**config.mk**
```make
export PLATFORM = sky130hd
export DESIGN_NAME = tebf_formatter
export DESIGN_NICKNAME = d
export VERILOG_FILES = /design/src/tebf_pkg.sv /design/src/tebf_formatter.sv
export SDC_FILE = /design/constraint.sdc
export NUM_CORES = 1
export LEC_CHECK = 0
export BUFFER_PORTS_ARGS = -buffer_cell sky130_fd_sc_hd__buf_4
export CAP_MARGIN = 40
export CORE_AREA = 2 2 178 145
export CTS_BUF_LIST = sky130_fd_sc_hd__clkbuf_8
export CTS_CLUSTER_DIAMETER = 200
export DETAILED_ROUTE_END_ITERATION = 8
export DIE_AREA = 0 0 180 147
export MAX_ROUTING_LAYER = met4
export PLACE_DENSITY_LB_ADDON = 0.15
export SYNTH_ARGS = -nofsm -noshare
export SYNTH_HDL_FRONTEND = slang
export SYNTH_SLANG_ARGS = --single-unit
```
**constraint.sdc**
```tcl
create_clock -name clk_sys -period 3.1 [get_ports clk_sys]
set_input_delay 0.31 -clock clk_sys [delete_from_list [all_inputs] [get_ports clk_sys]]
set_output_delay 0.31 -clock clk_sys [all_outputs]
set_load 0.01 [all_outputs]
```
**src/tebf_pkg.sv**
```systemverilog
// Package of constants and carrier types for the trigger event block formatter.
// What this block does
// - Blocks hold programmed trigger count, ordered sections.
// - Header one: 10000, slot, board type.
// - Header one: block number low bits, size.
// - Header two: pattern, timestamp flag, 0x20, size.
// - Trailer: 10001, slot, sync event flag.
// - Trailer counts event words only.
// - Empty buffer read returns marker word.
// - D64 filler carries slot and block number.
// - 2eSST filler carries slot and fixed pattern.
// - Event header top byte is trigger type.
// - Physics types split processor and panel bits.
// - Multi, software, random types; master mode inputs.
// - Event header: 0x01, event word count.
// - Second word: trigger number starting at one.
// - Format bit one adds timing word.
// - Format bit two adds 48-bit extension word.
// - Alternate variant repacks the extension word.
// - Format bit three adds input pattern word.
package tebf_pkg;
   // Register byte offsets on the Wishbone slave.
   localparam logic [7:0] TEBF_OFS_CTRL = 8'h00;
   localparam logic [7:0] TEBF_OFS_STATUS = 8'h04;
   localparam logic [7:0] TEBF_OFS_BLKSIZE = 8'h14;
   localparam logic [7:0] TEBF_OFS_FORMAT = 8'h18;
   localparam logic [7:0] TEBF_OFS_DATA = 8'h20;
   localparam logic [7:0] TEBF_OFS_BLKNUM = 8'h24;
   // Format register bit positions.
   localparam int TEBF_FMT_TIMING = 1;
   localparam int TEBF_FMT_EXT = 2;
   localparam int TEBF_FMT_PATTERN = 3;
   // Control register bit positions.
   localparam int TEBF_CTL_SST = 0;
   localparam int TEBF_CTL_MASTER = 1;
   localparam int TEBF_CTL_ALT = 2;
   localparam int TEBF_CTL_TSTAMP = 3;
   // Reset values.
   localparam logic [7:0] TEBF_BLKSIZE_RST = 8'h01;
   localparam logic [3:0] TEBF_FORMAT_RST = 4'h0;
   localparam logic [3:0] TEBF_CTRL_RST = 4'h0;
   // Board type code; the value is arbitrary.
   localparam logic [3:0] TEBF_BOARD_TYPE = 4'h5;
   // Word indicators and fixed patterns.
   localparam logic [4:0] TEBF_IND_BHDR = 5'h10;
   localparam logic [4:0] TEBF_IND_BTRL = 5'h11;
   localparam logic [4:0] TEBF_IND_EMPTY = 5'h1e;
   localparam logic [4:0] TEBF_IND_FILL = 5'h1f;
   localparam logic [14:0] TEBF_HDR2_PAT = 15'h7f88;
   localparam logic [7:0] TEBF_HDR2_CONST = 8'h20;
   localparam logic [21:0] TEBF_EMPTY_PAT = 22'h00bad0;
   localparam logic [21:0] TEBF_SST_PAT = 22'h0f1110;
   localparam logic [7:0] TEBF_EVT_CONST = 8'h01;
   localparam logic [15:0] TEBF_PAT_MARK = 16'hda56;
   // Trigger type codes.
   localparam logic [7:0] TEBF_TT_FILLER = 8'h00;
   localparam logic [7:0] TEBF_TT_PANEL_BASE = 8'h20;
   localparam logic [7:0] TEBF_TT_MULTI = 8'hfc;
   localparam logic [7:0] TEBF_TT_SOFT = 8'hfd;
   localparam logic [7:0] TEBF_TT_RANDOM = 8'hfe;
   // Trigger timing step in ns and clock period in ns.
   localparam int TEBF_TIME_STEP_NS = 4;
   localparam int TEBF_CLK_NS = 10;

   // Source of a trigger, as reported alongside it.
   typedef enum logic [2:0] {
      TEBF_SRC_GTP = 3'h0,
      TEBF_SRC_PANEL = 3'h1,
      TEBF_SRC_MULTI = 3'h2,
      TEBF_SRC_SOFT = 3'h3,
      TEBF_SRC_RANDOM = 3'h4,
      TEBF_SRC_FILLER = 3'h5
   } tebf_src_t;

   // One trigger as captured from the trigger logic.
   typedef struct packed {
      tebf_src_t src;
      logic [4:0] bit_idx;
      logic [5:0] panel_in;
      logic [3:0] dup_bus;
      logic [7:0] local_cnt;
      logic [47:0] tstamp;
   } tebf_trig_t;

   // Outbound readout word group.
   typedef struct packed {
      logic [31:0] data;
      logic empty;
   } tebf_word_t;
endpackage

```
**src/tebf_formatter.sv**
```systemverilog
// Trigger event block formatter with Wishbone register and readout port.
//
// The register addresses and the Wishbone register port were chosen for this implementation.
`timescale 1ns/100ps
module tebf_formatter (
   input wire logic clk_sys,
   input wire logic sys_rst,
   input wire logic [4:0] slot_geographic_id,
   input wire logic sync_event_flag,
   input wire logic trig_valid,
   output logic trig_ready,
   input wire tebf_pkg::tebf_trig_t trig_in,
   input wire logic wb_cyc_i,
   input wire logic wb_stb_i,
   input wire logic wb_we_i,
   input wire logic [7:0] wb_adr_i,
   input wire logic [3:0] wb_sel_i,
   input wire logic [31:0] wb_dat_i,
   output logic [31:0] wb_dat_o,
   output logic wb_ack_o
);
   import tebf_pkg::*;

   ////////////////////////////////////////////////////////////////////////////
   // Types and declarations.

   // Sequencer states, one-hot.
   typedef enum logic [7:0] {
      ST_IDLE = 8'h01,
      ST_HDR1 = 8'h02,
      ST_HDR2 = 8'h04,
      ST_EVT = 8'h08,
      ST_WAIT = 8'h10,
      ST_TRL = 8'h20,
      ST_FILL = 8'h40,
      ST_DONE = 8'h80
   } tebf_state_t;

   tebf_state_t state_r; // Position inside the current block.
   logic [3:0] ctrl_r; // Transfer mode, master, variant and timestamp bits.
   logic [7:0] blksize_r; // Triggers per block.
   logic [3:0] format_r; // Optional word enables.
   logic [21:0] blknum_r; // Block number, counts from one.
   logic [47:0] trignum_r; // Trigger number of the current event.
   logic [7:0] evt_in_blk_r; // Events already placed in this block.
   logic [2:0] word_idx_r; // Word index inside the current event.
   logic [20:0] wcount_r; // Event words placed in this block.
   logic [1:0] fill_left_r; // Filler words still owed.
   tebf_trig_t trig_r; // Trigger being formatted.
   logic [31:0] word_r; // Word presented on the data register.
   logic word_empty_r; // High when no formatted word is waiting.
   logic ack_r; // Bus acknowledge.
   logic [31:0] rdat_r; // Registered bus read data.
   logic bus_req; // A new bus request this cycle.
   logic data_pop; // The reader takes the presented word.
   logic [2:0] evt_words; // Words in one event beyond its header.
   logic [2:0] last_idx; // Index of the last word of an event.
   logic [7:0] trig_type; // Encoded trigger type.
   logic [31:0] evt_word; // Word of the event at word_idx_r.
   logic [1:0] fill_need; // Fillers to append after the trailer.

   ////////////////////////////////////////////////////////////////////////////
   // Wishbone slave.

   // One request is taken on its first cycle; ack drops the cycle after.
   assign bus_req = wb_cyc_i & wb_stb_i & ~ack_r;
   assign data_pop = bus_req & ~wb_we_i & (wb_adr_i == TEBF_OFS_DATA);
   assign wb_ack_o = ack_r;
   assign wb_dat_o = rdat_r;

   // Acknowledge every request, mapped or not, one cycle after it arrives.
   always_ff @(posedge clk_sys) begin
      if (sys_rst) begin
         ack_r <= 1'b0;
      end else begin
         ack_r <= bus_req;
      end
   end

   // Read data mux; unmapped offsets read zero.
   // The data read is the only read with a side effect: it pops the word.
   always_ff @(posedge clk_sys) begin
      if (sys_rst) begin
         rdat_r <= 32'h0000_0000;
      end else if (bus_req && !wb_we_i) begin
         case (wb_adr_i)
            TEBF_OFS_CTRL: rdat_r <= {28'h0000000, ctrl_r};
            TEBF_OFS_STATUS: rdat_r <= {24'h000000, state_r};
            TEBF_OFS_BLKSIZE: rdat_r <= {24'h000000, blksize_r};
            TEBF_OFS_FORMAT: rdat_r <= {28'h0000000, format_r};
            TEBF_OFS_BLKNUM: rdat_r <= {10'h000, blknum_r};
            TEBF_OFS_DATA: begin
               // An empty buffer answers with the marker word.
               if (word_empty_r) begin
                  rdat_r <= {TEBF_IND_EMPTY, slot_geographic_id, TEBF_EMPTY_PAT};
               end else begin
                  rdat_r <= word_r;
               end
            end
            default: rdat_r <= 32'h0000_0000;
         endcase
      end
   end

   // Writable registers; only the low byte lane carries these fields.
   // Writes during a block take effect at once; software must change size and
   // format only between blocks, or the header and the closing count disagree.
   always_ff @(posedge clk_sys) begin
      if (sys_rst) begin
         ctrl_r <= TEBF_CTRL_RST;
         blksize_r <= TEBF_BLKSIZE_RST;
         format_r <= TEBF_FORMAT_RST;
      end else if (bus_req && wb_we_i && wb_sel_i[0]) begin
         case (wb_adr_i)
            TEBF_OFS_CTRL: ctrl_r <= wb_dat_i[3:0];
            // A zero size would close a block only after 256 triggers, so it is held at one.
            TEBF_OFS_BLKSIZE: blksize_r <= (wb_dat_i[7:0] == 8'h00) ? 8'h01 : wb_dat_i[7:0];
            TEBF_OFS_FORMAT: format_r <= {wb_dat_i[3:1], 1'b0};
            default: ;
         endcase
      end
   end

   ////////////////////////////////////////////////////////////////////////////
   // Event word assembly.

   // Enabled optional words only, so the header count matches them.
   assign evt_words = 3'd1 + {2'b00, format_r[TEBF_FMT_TIMING]}
      + {2'b00, format_r[TEBF_FMT_EXT]} + {2'b00, format_r[TEBF_FMT_PATTERN]};
   assign last_idx = evt_words;

   // Trigger type code from the source of the trigger.
   always_comb begin
      case (trig_r.src)
         TEBF_SRC_GTP: trig_type = {3'b000, trig_r.bit_idx} + 8'h01;
         TEBF_SRC_PANEL: trig_type = TEBF_TT_PANEL_BASE + {3'b000, trig_r.bit_idx} + 8'h01;
         TEBF_SRC_MULTI: trig_type = TEBF_TT_MULTI;
         TEBF_SRC_SOFT: trig_type = TEBF_TT_SOFT;
         TEBF_SRC_RANDOM: trig_type = TEBF_TT_RANDOM;
         default: trig_type = TEBF_TT_FILLER;
      endcase
      // In master mode the top six bits carry the supervisor inputs.
      if (ctrl_r[TEBF_CTL_MASTER]) begin
         trig_type = {trig_r.panel_in, trig_type[1:0]};
      end
   end

   // Word chosen by slot index; disabled optional words are skipped.
   always_comb begin
      evt_word = 32'h0000_0000;
      case (word_idx_r)
         3'd0: evt_word = {trig_type, TEBF_EVT_CONST, 13'h0000, evt_words};
         3'd1: evt_word = trignum_r[31:0];
         default: begin
            // Later slots walk the enabled options in ascending order.
            if (format_r[TEBF_FMT_TIMING] && word_idx_r == 3'd2) begin
               evt_word = trig_r.tstamp[31:0];
            end else if (format_r[TEBF_FMT_EXT] && word_idx_r ==
                         3'd2 + {2'b00, format_r[TEBF_FMT_TIMING]}) begin
               if (ctrl_r[TEBF_CTL_ALT]) begin
                  evt_word = {trig_r.dup_bus, trig_r.local_cnt, trignum_r[35:32],
                              trig_r.tstamp[47:32]};
               end else begin
                  evt_word = {trignum_r[47:32], trig_r.tstamp[47:32]};
               end
            end else begin
               evt_word = {TEBF_PAT_MARK, 10'h000, trig_r.panel_in};
            end
         end
      endcase
   end

   // Fillers for even counts: headers, events and trailer together.
   // Both transfer modes need exactly one filler to reach an even total; two
   // fillers would leave the total odd. The mode only picks the filler's type.
   always_comb begin
      fill_need = 2'd0;
      if (wcount_r[0] == 1'b0) begin
         // Two headers plus trailer make the total odd.
         fill_need = 2'd1;
      end
   end

   ////////////////////////////////////////////////////////////////////////////
   // Block sequencer.

   // Ready is combinational so a trigger offered in IDLE is taken at once; while
   // the words of an event are still being loaded the source has to wait.
   assign trig_ready = (state_r == ST_WAIT) | (state_r == ST_IDLE);

   // The word register holds one word ahead of the reader, so a pop and the
   // loading of the next word fall in the same cycle without a bubble.
   // HDR1, HDR2, EVT, TRL and FILL each load one word at a time, then wait for the reader to take it.
   always_ff @(posedge clk_sys) begin
      if (sys_rst) begin
         state_r <= ST_IDLE;
         word_r <= 32'h0000_0000;
         word_empty_r <= 1'b1;
         blknum_r <= 22'h000001;
         trignum_r <= 48'h0000_0000_0001;
         evt_in_blk_r <= 8'h00;
         word_idx_r <= 3'd0;
         wcount_r <= 21'h000000;
         fill_left_r <= 2'd0;
         trig_r <= '0;
      end else begin
         if (data_pop) begin
            word_empty_r <= 1'b1;
         end
         case (state_r)
            ST_IDLE: begin
               // The first trigger opens a new block.
               if (trig_valid) begin
                  trig_r <= trig_in;
                  state_r <= ST_HDR1;
               end
            end
            ST_HDR1: begin
               if (word_empty_r || data_pop) begin
                  word_r <= {TEBF_IND_BHDR, slot_geographic_id, TEBF_BOARD_TYPE,
                             blknum_r[9:0], blksize_r};
                  word_empty_r <= 1'b0;
                  state_r <= ST_HDR2;
               end
            end
            ST_HDR2: begin
               if (word_empty_r || data_pop) begin
                  word_r <= {TEBF_HDR2_PAT, ctrl_r[TEBF_CTL_TSTAMP], TEBF_HDR2_CONST,
                             blksize_r};
                  word_empty_r <= 1'b0;
                  word_idx_r <= 3'd0;
                  state_r <= ST_EVT;
               end
            end
            ST_EVT: begin
               if (word_empty_r || data_pop) begin
                  word_r <= evt_word;
                  word_empty_r <= 1'b0;
                  wcount_r <= wcount_r + 21'd1;
                  if (word_idx_r == last_idx) begin
                     word_idx_r <= 3'd0;
                     trignum_r <= trignum_r + 48'd1;
                     evt_in_blk_r <= evt_in_blk_r + 8'd1;
                     state_r <= (evt_in_blk_r + 8'd1 == blksize_r) ? ST_TRL : ST_WAIT;
                  end else begin
                     word_idx_r <= word_idx_r + 3'd1;
                  end
               end
            end
            ST_WAIT: begin
               // Next trigger of the same block.
               if (trig_valid) begin
                  trig_r <= trig_in;
                  state_r <= ST_EVT;
               end
            end
            ST_TRL: begin
               if (word_empty_r || data_pop) begin
                  word_r <= {TEBF_IND_BTRL, slot_geographic_id, sync_event_flag,
                             wcount_r};
                  word_empty_r <= 1'b0;
                  fill_left_r <= fill_need;
                  state_r <= (fill_need == 2'd0) ? ST_DONE : ST_FILL;
               end
            end
            ST_FILL: begin
               if (word_empty_r || data_pop) begin
                  if (ctrl_r[TEBF_CTL_SST]) begin
                     word_r <= {TEBF_IND_FILL, slot_geographic_id, TEBF_SST_PAT};
                  end else begin
                     word_r <= {TEBF_IND_FILL, slot_geographic_id, blknum_r};
                  end
                  word_empty_r <= 1'b0;
                  fill_left_r <= fill_left_r - 2'd1;
                  if (fill_left_r == 2'd1) begin
                     state_r <= ST_DONE;
                  end
               end
            end
            ST_DONE: begin
               // Close the block and prepare the next one.
               blknum_r <= blknum_r + 22'd1;
               evt_in_blk_r <= 8'h00;
               wcount_r <= 21'h000000;
               state_r <= ST_IDLE;
            end
            default: state_r <= ST_IDLE;
         endcase
      end
   end

   ////////////////////////////////////////////////////////////////////////////
   // Checks.

   // Apart from the ack, empty-marker, block-size and filler-even checks, assertions watch the word register, which is what the reader sees next.
   ack_pulse_a: assert property (@(posedge clk_sys) disable iff (sys_rst)
      wb_ack_o |=> !wb_ack_o) else $error("ack held longer than one cycle");
   empty_marker_a: assert property (@(posedge clk_sys) disable iff (sys_rst)
      (data_pop && word_empty_r) |=> (wb_dat_o[31:22] == {TEBF_IND_EMPTY, slot_geographic_id}))
      else $error("empty read did not return marker");
   header_one_a: assert property (@(posedge clk_sys) disable iff (sys_rst)
      (state_r == ST_HDR2) |-> (word_r[31:27] == TEBF_IND_BHDR && word_r[7:0] == blksize_r))
      else $error("first block header malformed");
   header_two_a: assert property (@(posedge clk_sys) disable iff (sys_rst)
      (state_r == ST_EVT && $past(state_r) == ST_HDR2) |-> (word_r[15:8] == TEBF_HDR2_CONST))
      else $error("second block header malformed");
   trailer_count_a: assert property (@(posedge clk_sys) disable iff (sys_rst)
      ($past(state_r) == ST_TRL && state_r != ST_TRL)
      |-> (word_r[31:27] == TEBF_IND_BTRL && word_r[20:0] == wcount_r))
      else $error("trailer word count wrong");
   block_size_a: assert property (@(posedge clk_sys) disable iff (sys_rst)
      (state_r == ST_TRL) |-> (evt_in_blk_r == blksize_r))
      else $error("block closed with wrong event count");
   filler_even_a: assert property (@(posedge clk_sys) disable iff (sys_rst)
      (state_r == ST_DONE) |-> (wcount_r[0] == 1'b1 || $past(state_r) == ST_FILL))
      else $error("odd block length without filler");
   pattern_word_a: assert property (@(posedge clk_sys) disable iff (sys_rst)
      (word_r[31:16] == TEBF_PAT_MARK && state_r == ST_WAIT) |-> (word_r[15:6] == 10'h000))
      else $error("pattern word reserved bits set");
   trig_num_a: assert property (@(posedge clk_sys) disable iff (sys_rst)
      (state_r == ST_EVT && word_idx_r == 3'd1 && (word_empty_r || data_pop))
      |=> (word_r == $past(trignum_r[31:0]))) else $error("trigger number word wrong");
   block_number_a: assert property (@(posedge clk_sys) disable iff (sys_rst)
      (state_r == ST_HDR2) |-> (word_r[17:8] == blknum_r[9:0]))
      else $error("block number field wrong");
   event_header_a: assert property (@(posedge clk_sys) disable iff (sys_rst)
      (state_r == ST_EVT && word_idx_r == 3'd0 && (word_empty_r || data_pop))
      |=> (word_r[23:16] == TEBF_EVT_CONST && word_r[15:3] == 13'h0000))
      else $error("event header constant wrong");
   sst_filler_a: assert property (@(posedge clk_sys) disable iff (sys_rst)
      (state_r == ST_FILL && ctrl_r[TEBF_CTL_SST] && (word_empty_r || data_pop))
      |=> (word_r[31:27] == TEBF_IND_FILL && word_r[21:0] == TEBF_SST_PAT))
      else $error("2eSST filler word wrong");

   // Covers show that each main scenario is reached.
   block_done_c: cover property (@(posedge clk_sys) state_r == ST_DONE);
   fill_used_c: cover property (@(posedge clk_sys) state_r == ST_FILL);
   empty_read_c: cover property (@(posedge clk_sys) data_pop && word_empty_r);
   sst_fill_c: cover property (@(posedge clk_sys) state_r == ST_FILL && ctrl_r[TEBF_CTL_SST]);
   master_event_c: cover property (@(posedge clk_sys)
      state_r == ST_EVT && ctrl_r[TEBF_CTL_MASTER]);
endmodule

```
==> results.md <==
* # rows at 52
* Number of I/O pins at 164
* Synth cell types at 80
* Main flop type after synthesis: dfxtp_1
* Layout cells sized above 1 at 0.157
* Nets at 2017
* DIE AREA at 26500 µm²
* Max IR drop VDD at 391 µV
* Clock Latency Late Sink at 0.57 ns
* Post-route DRC at 0
* Synthesized area per cell at 7.78 µm²
* ANT nets after route at 0
* Area leader, netlist: dfxtp_1
* Endpoints failing setup at 0
* Maximum clock frequency at 339 MHz
* Crit end category: flip-flop
* Multi-input logic area at 7520 µm²
* Register area at 5350 µm²
* Finished Core Util at 0.651
* Initial DRC count at 2094
* Hold Vio Cnt, Final at 0
* Num CTS Buffers at 44
* Top cells by area, synth: dfxtp_1 (40%), nand2_1 (7.3%), a21oi_1 (7.1%)
* Clock transition at path regs at 0.07 ns
* Critical-path maximum fanout at 26
* Slew Viols, Final at 0
* Least-Margin Pin Slew at 0.870 ns
* Die Width at 180 µm
* Pin count of the biggest net entering global routing at 89
* Async set or reset register ratio after synthesis at 0
* FF+latch count, synth at 267
* Hpwl dp at 33700 µm
* Clock root cell: clkbuf_8
* Post-synthesis sequential area ratio at 0.398
* Synth top area share at 0.398
* DR vias/cell at 6.25
* Status: complete, no violations
* WL final at 46800 µm
* Area grow syn2layout at 20.1%
* EDFF count, synth at 0
* Port Buffers at 136
* DIE HEIGHT at 147 µm
* Critical Path AT at 3.44 ns
* WP data required at 3.59 ns
* DR pass1 iterations at 9
* Syn_nets at 1871
* Num Clock Sinks at 267
* Max-cap violations at 0
* Via Count at 13900
* Antenna violations before repair at 0
* Antenna diodes at 0
* Fillers at 2154
* Hold Path Class: input pin to flip-flop
* Global Route Usage Sum at 0.359
* Vias in the first global route at 12700
* Pwr Density at 548 nW/µm²
* Fin crit period at 2.95 ns
* Grt total ovfl at 0
* Period Utilization, post-route at 0.951
* Max H-tree Level at 2
* Routed WL per cell at 21.0 µm
* Core area at 24800 µm²
* Yosys warning count at 0
* Max transition margin at 0.415
* Total negative slack at 0 ns
* Clock buffer depth at 3
* Crit path kind: flip-flop to flip-flop
* Initial core utilization at 0.542
* Mapped Cells at 1728
* CTS tree: built
* Leakage power at 5.77 nW
* Mapped Area at 13400 µm²
* RePlAce Congestion at 0.994
* Post-cts sizing count at 0
* Crit start category: flip-flop
* Setup repair after global routing missed its margin: false
* First-pass GRT wire length at 73300 µm
* Worst Skew at 0.0192 ns
-- final cells by class --
class / instances / share of cell area
clock buffers: 58 / 0.0494
clock inverters: 19 / 0.00589
inverters: 28 / 0.00651
multi-input cells: 1305 / 0.466
flip-flops and latches: 267 / 0.331
well taps: 324 / 0.0251
repair buffers: 228 / 0.116
-- cells by family (layout without fill, tap and decap cells) --
kind of cell    count (synthesis)  in the layout  synth area share
xor+xnor                       74             74            0.0482
compound gates                433            433             0.202
buf+inv                       156            333            0.0453
mux                            38             38            0.0294
fa+ha+maj                      13             13            0.0121
simple gates                  747            747             0.266
flops                         267            267             0.398
-- Yosys cell counts (all sizes together), types with 4 or more instances --
cell    instances
nand2b         14
mux2           12
a22oi          16
mux2i          26
a311oi         13
a221oi         22
and4           10
or3            30
nor3           61
nor4           24
o21ai          66
xor2           41
a31oi          11
nand4          27
a31o            4
nand2         262
xnor2          33
nand3b         10
a32oi           4
o31ai          15
nand4b          5
a221o           8
and2            9
clkbuf        113
nor2          175
nor2b           9
a211oi         34
or4            14
inv            28
o211ai         15
ha             13
or2             6
a21oi         190
and3           13
nand3          66
buf            15
dfxtp         267
-- sequential cells by signal, summed over array words and instances (netlist names), 4 cells and up --
| register | cells |
|---|---|
| ctrl_r | 4 |
| blksize_r | 8 |
| blknum_r | 22 |
| wcount_r | 21 |
| wb_dat_o | 32 |
| state_r | 8 |
| evt_in_blk_r | 8 |
| trig_r | 74 |
| word_r | 32 |
| trignum_r | 48 |
-- worst max-delay path, stage by stage (launching register included) --
cell	delay (ns)
dfxtp_1	0.39
inv_1	0.06
ha_1	0.27
inv_1	0.04
ha_1	0.17
ha_1	0.31
xor2_1	0.18
o31ai_1	0.25
a21o_1	0.20
o211ai_1	0.11
buf_4	0.24
or4_1	0.52
a21oi_1	0.14
-- cells in the final DEF (no fill, tap or decap), types with 12 or more instances in the layout --
cell and count:
dfxtp_1 267, a22oi_1 16, ha_1 13, clkbuf_8 58, nand3_1 66, o211ai_1 15, or4_1 12, or3_1 30
inv_1 35, nor3_1 59, xor2_1 41, a211oi_1 34, buf_4 188, o21ai_0 45, mux2i_1 26, o21ai_1 21
and3_1 13, o31ai_1 15, a21oi_1 190, nand2_1 262, a221oi_1 22, xnor2_1 33, nor4_1 21, dlygate4sd3_1 31
a311oi_1 13, nor2_1 173, nand2b_1 13, nand4_1 27
-- power breakdown --
part / switching [mW] / internal, mW
Sequential: 0.263 / 3.71
Combinational: 1.04 / 0.673
Clock: 1.49 / 1.68
-- metrics by stage --
stage / cell area (µm²) / hold WS (ns) / total power, mW / std cells / worst slack (ns)
after floorplan: 13400 / 0.429 / 4.99 / 1728 / 0.0480
after global placement: 14900 / 0.440 / 5.62 / 2116 / 0.186
after detailed placement: 14900 / 0.444 / 5.65 / 2120 / 0.145
after CTS: 16100 / 0.000996 / 8.80 / 2228 / 0.115
after global routing: 16100 / 0.00940 / 9.19 / 2229 / 0.0234
final: 16100 / 0.0110 / 8.85 / 2229 / 0.151
-- metal layers --
| layer | part of all wire | vias to the layer above | GRT usage |
|---|---|---|---|
| li1 | - | 6483 | - |
| met1 | 0.45 | 6490 | 0.546 |
| met2 | 0.38 | 863 | 0.461 |
| met3 | 0.13 | 89 | 0.0838 |
| met4 | 0.029 | 0 | 0.107 |
| met5 | 0 | - | - |
-- timing repair --
item                                   in CTS  in global routing
setup buffers                               0                  1
endpoints found under the hold margin      31                  0
hold buffers                               31                  0
setup endpoints to repair                   0                  6
-- worst paths after layout --
kind / depth (start not counted) / end / startpoint / slack (ns)
worst max register to register: 12 / trignum_r[44] / format_r[3] / 0.15
worst max-delay path: 12 / trignum_r[44] / format_r[3] / 0.15
worst min-delay path: 3 / trig_r[63] / trig_in[63] / 0.01
worst min register to register: 2 / trig_r[5] / trig_r[5] / 0.45
No activity file was read; power rests on OpenSTA's default activity.
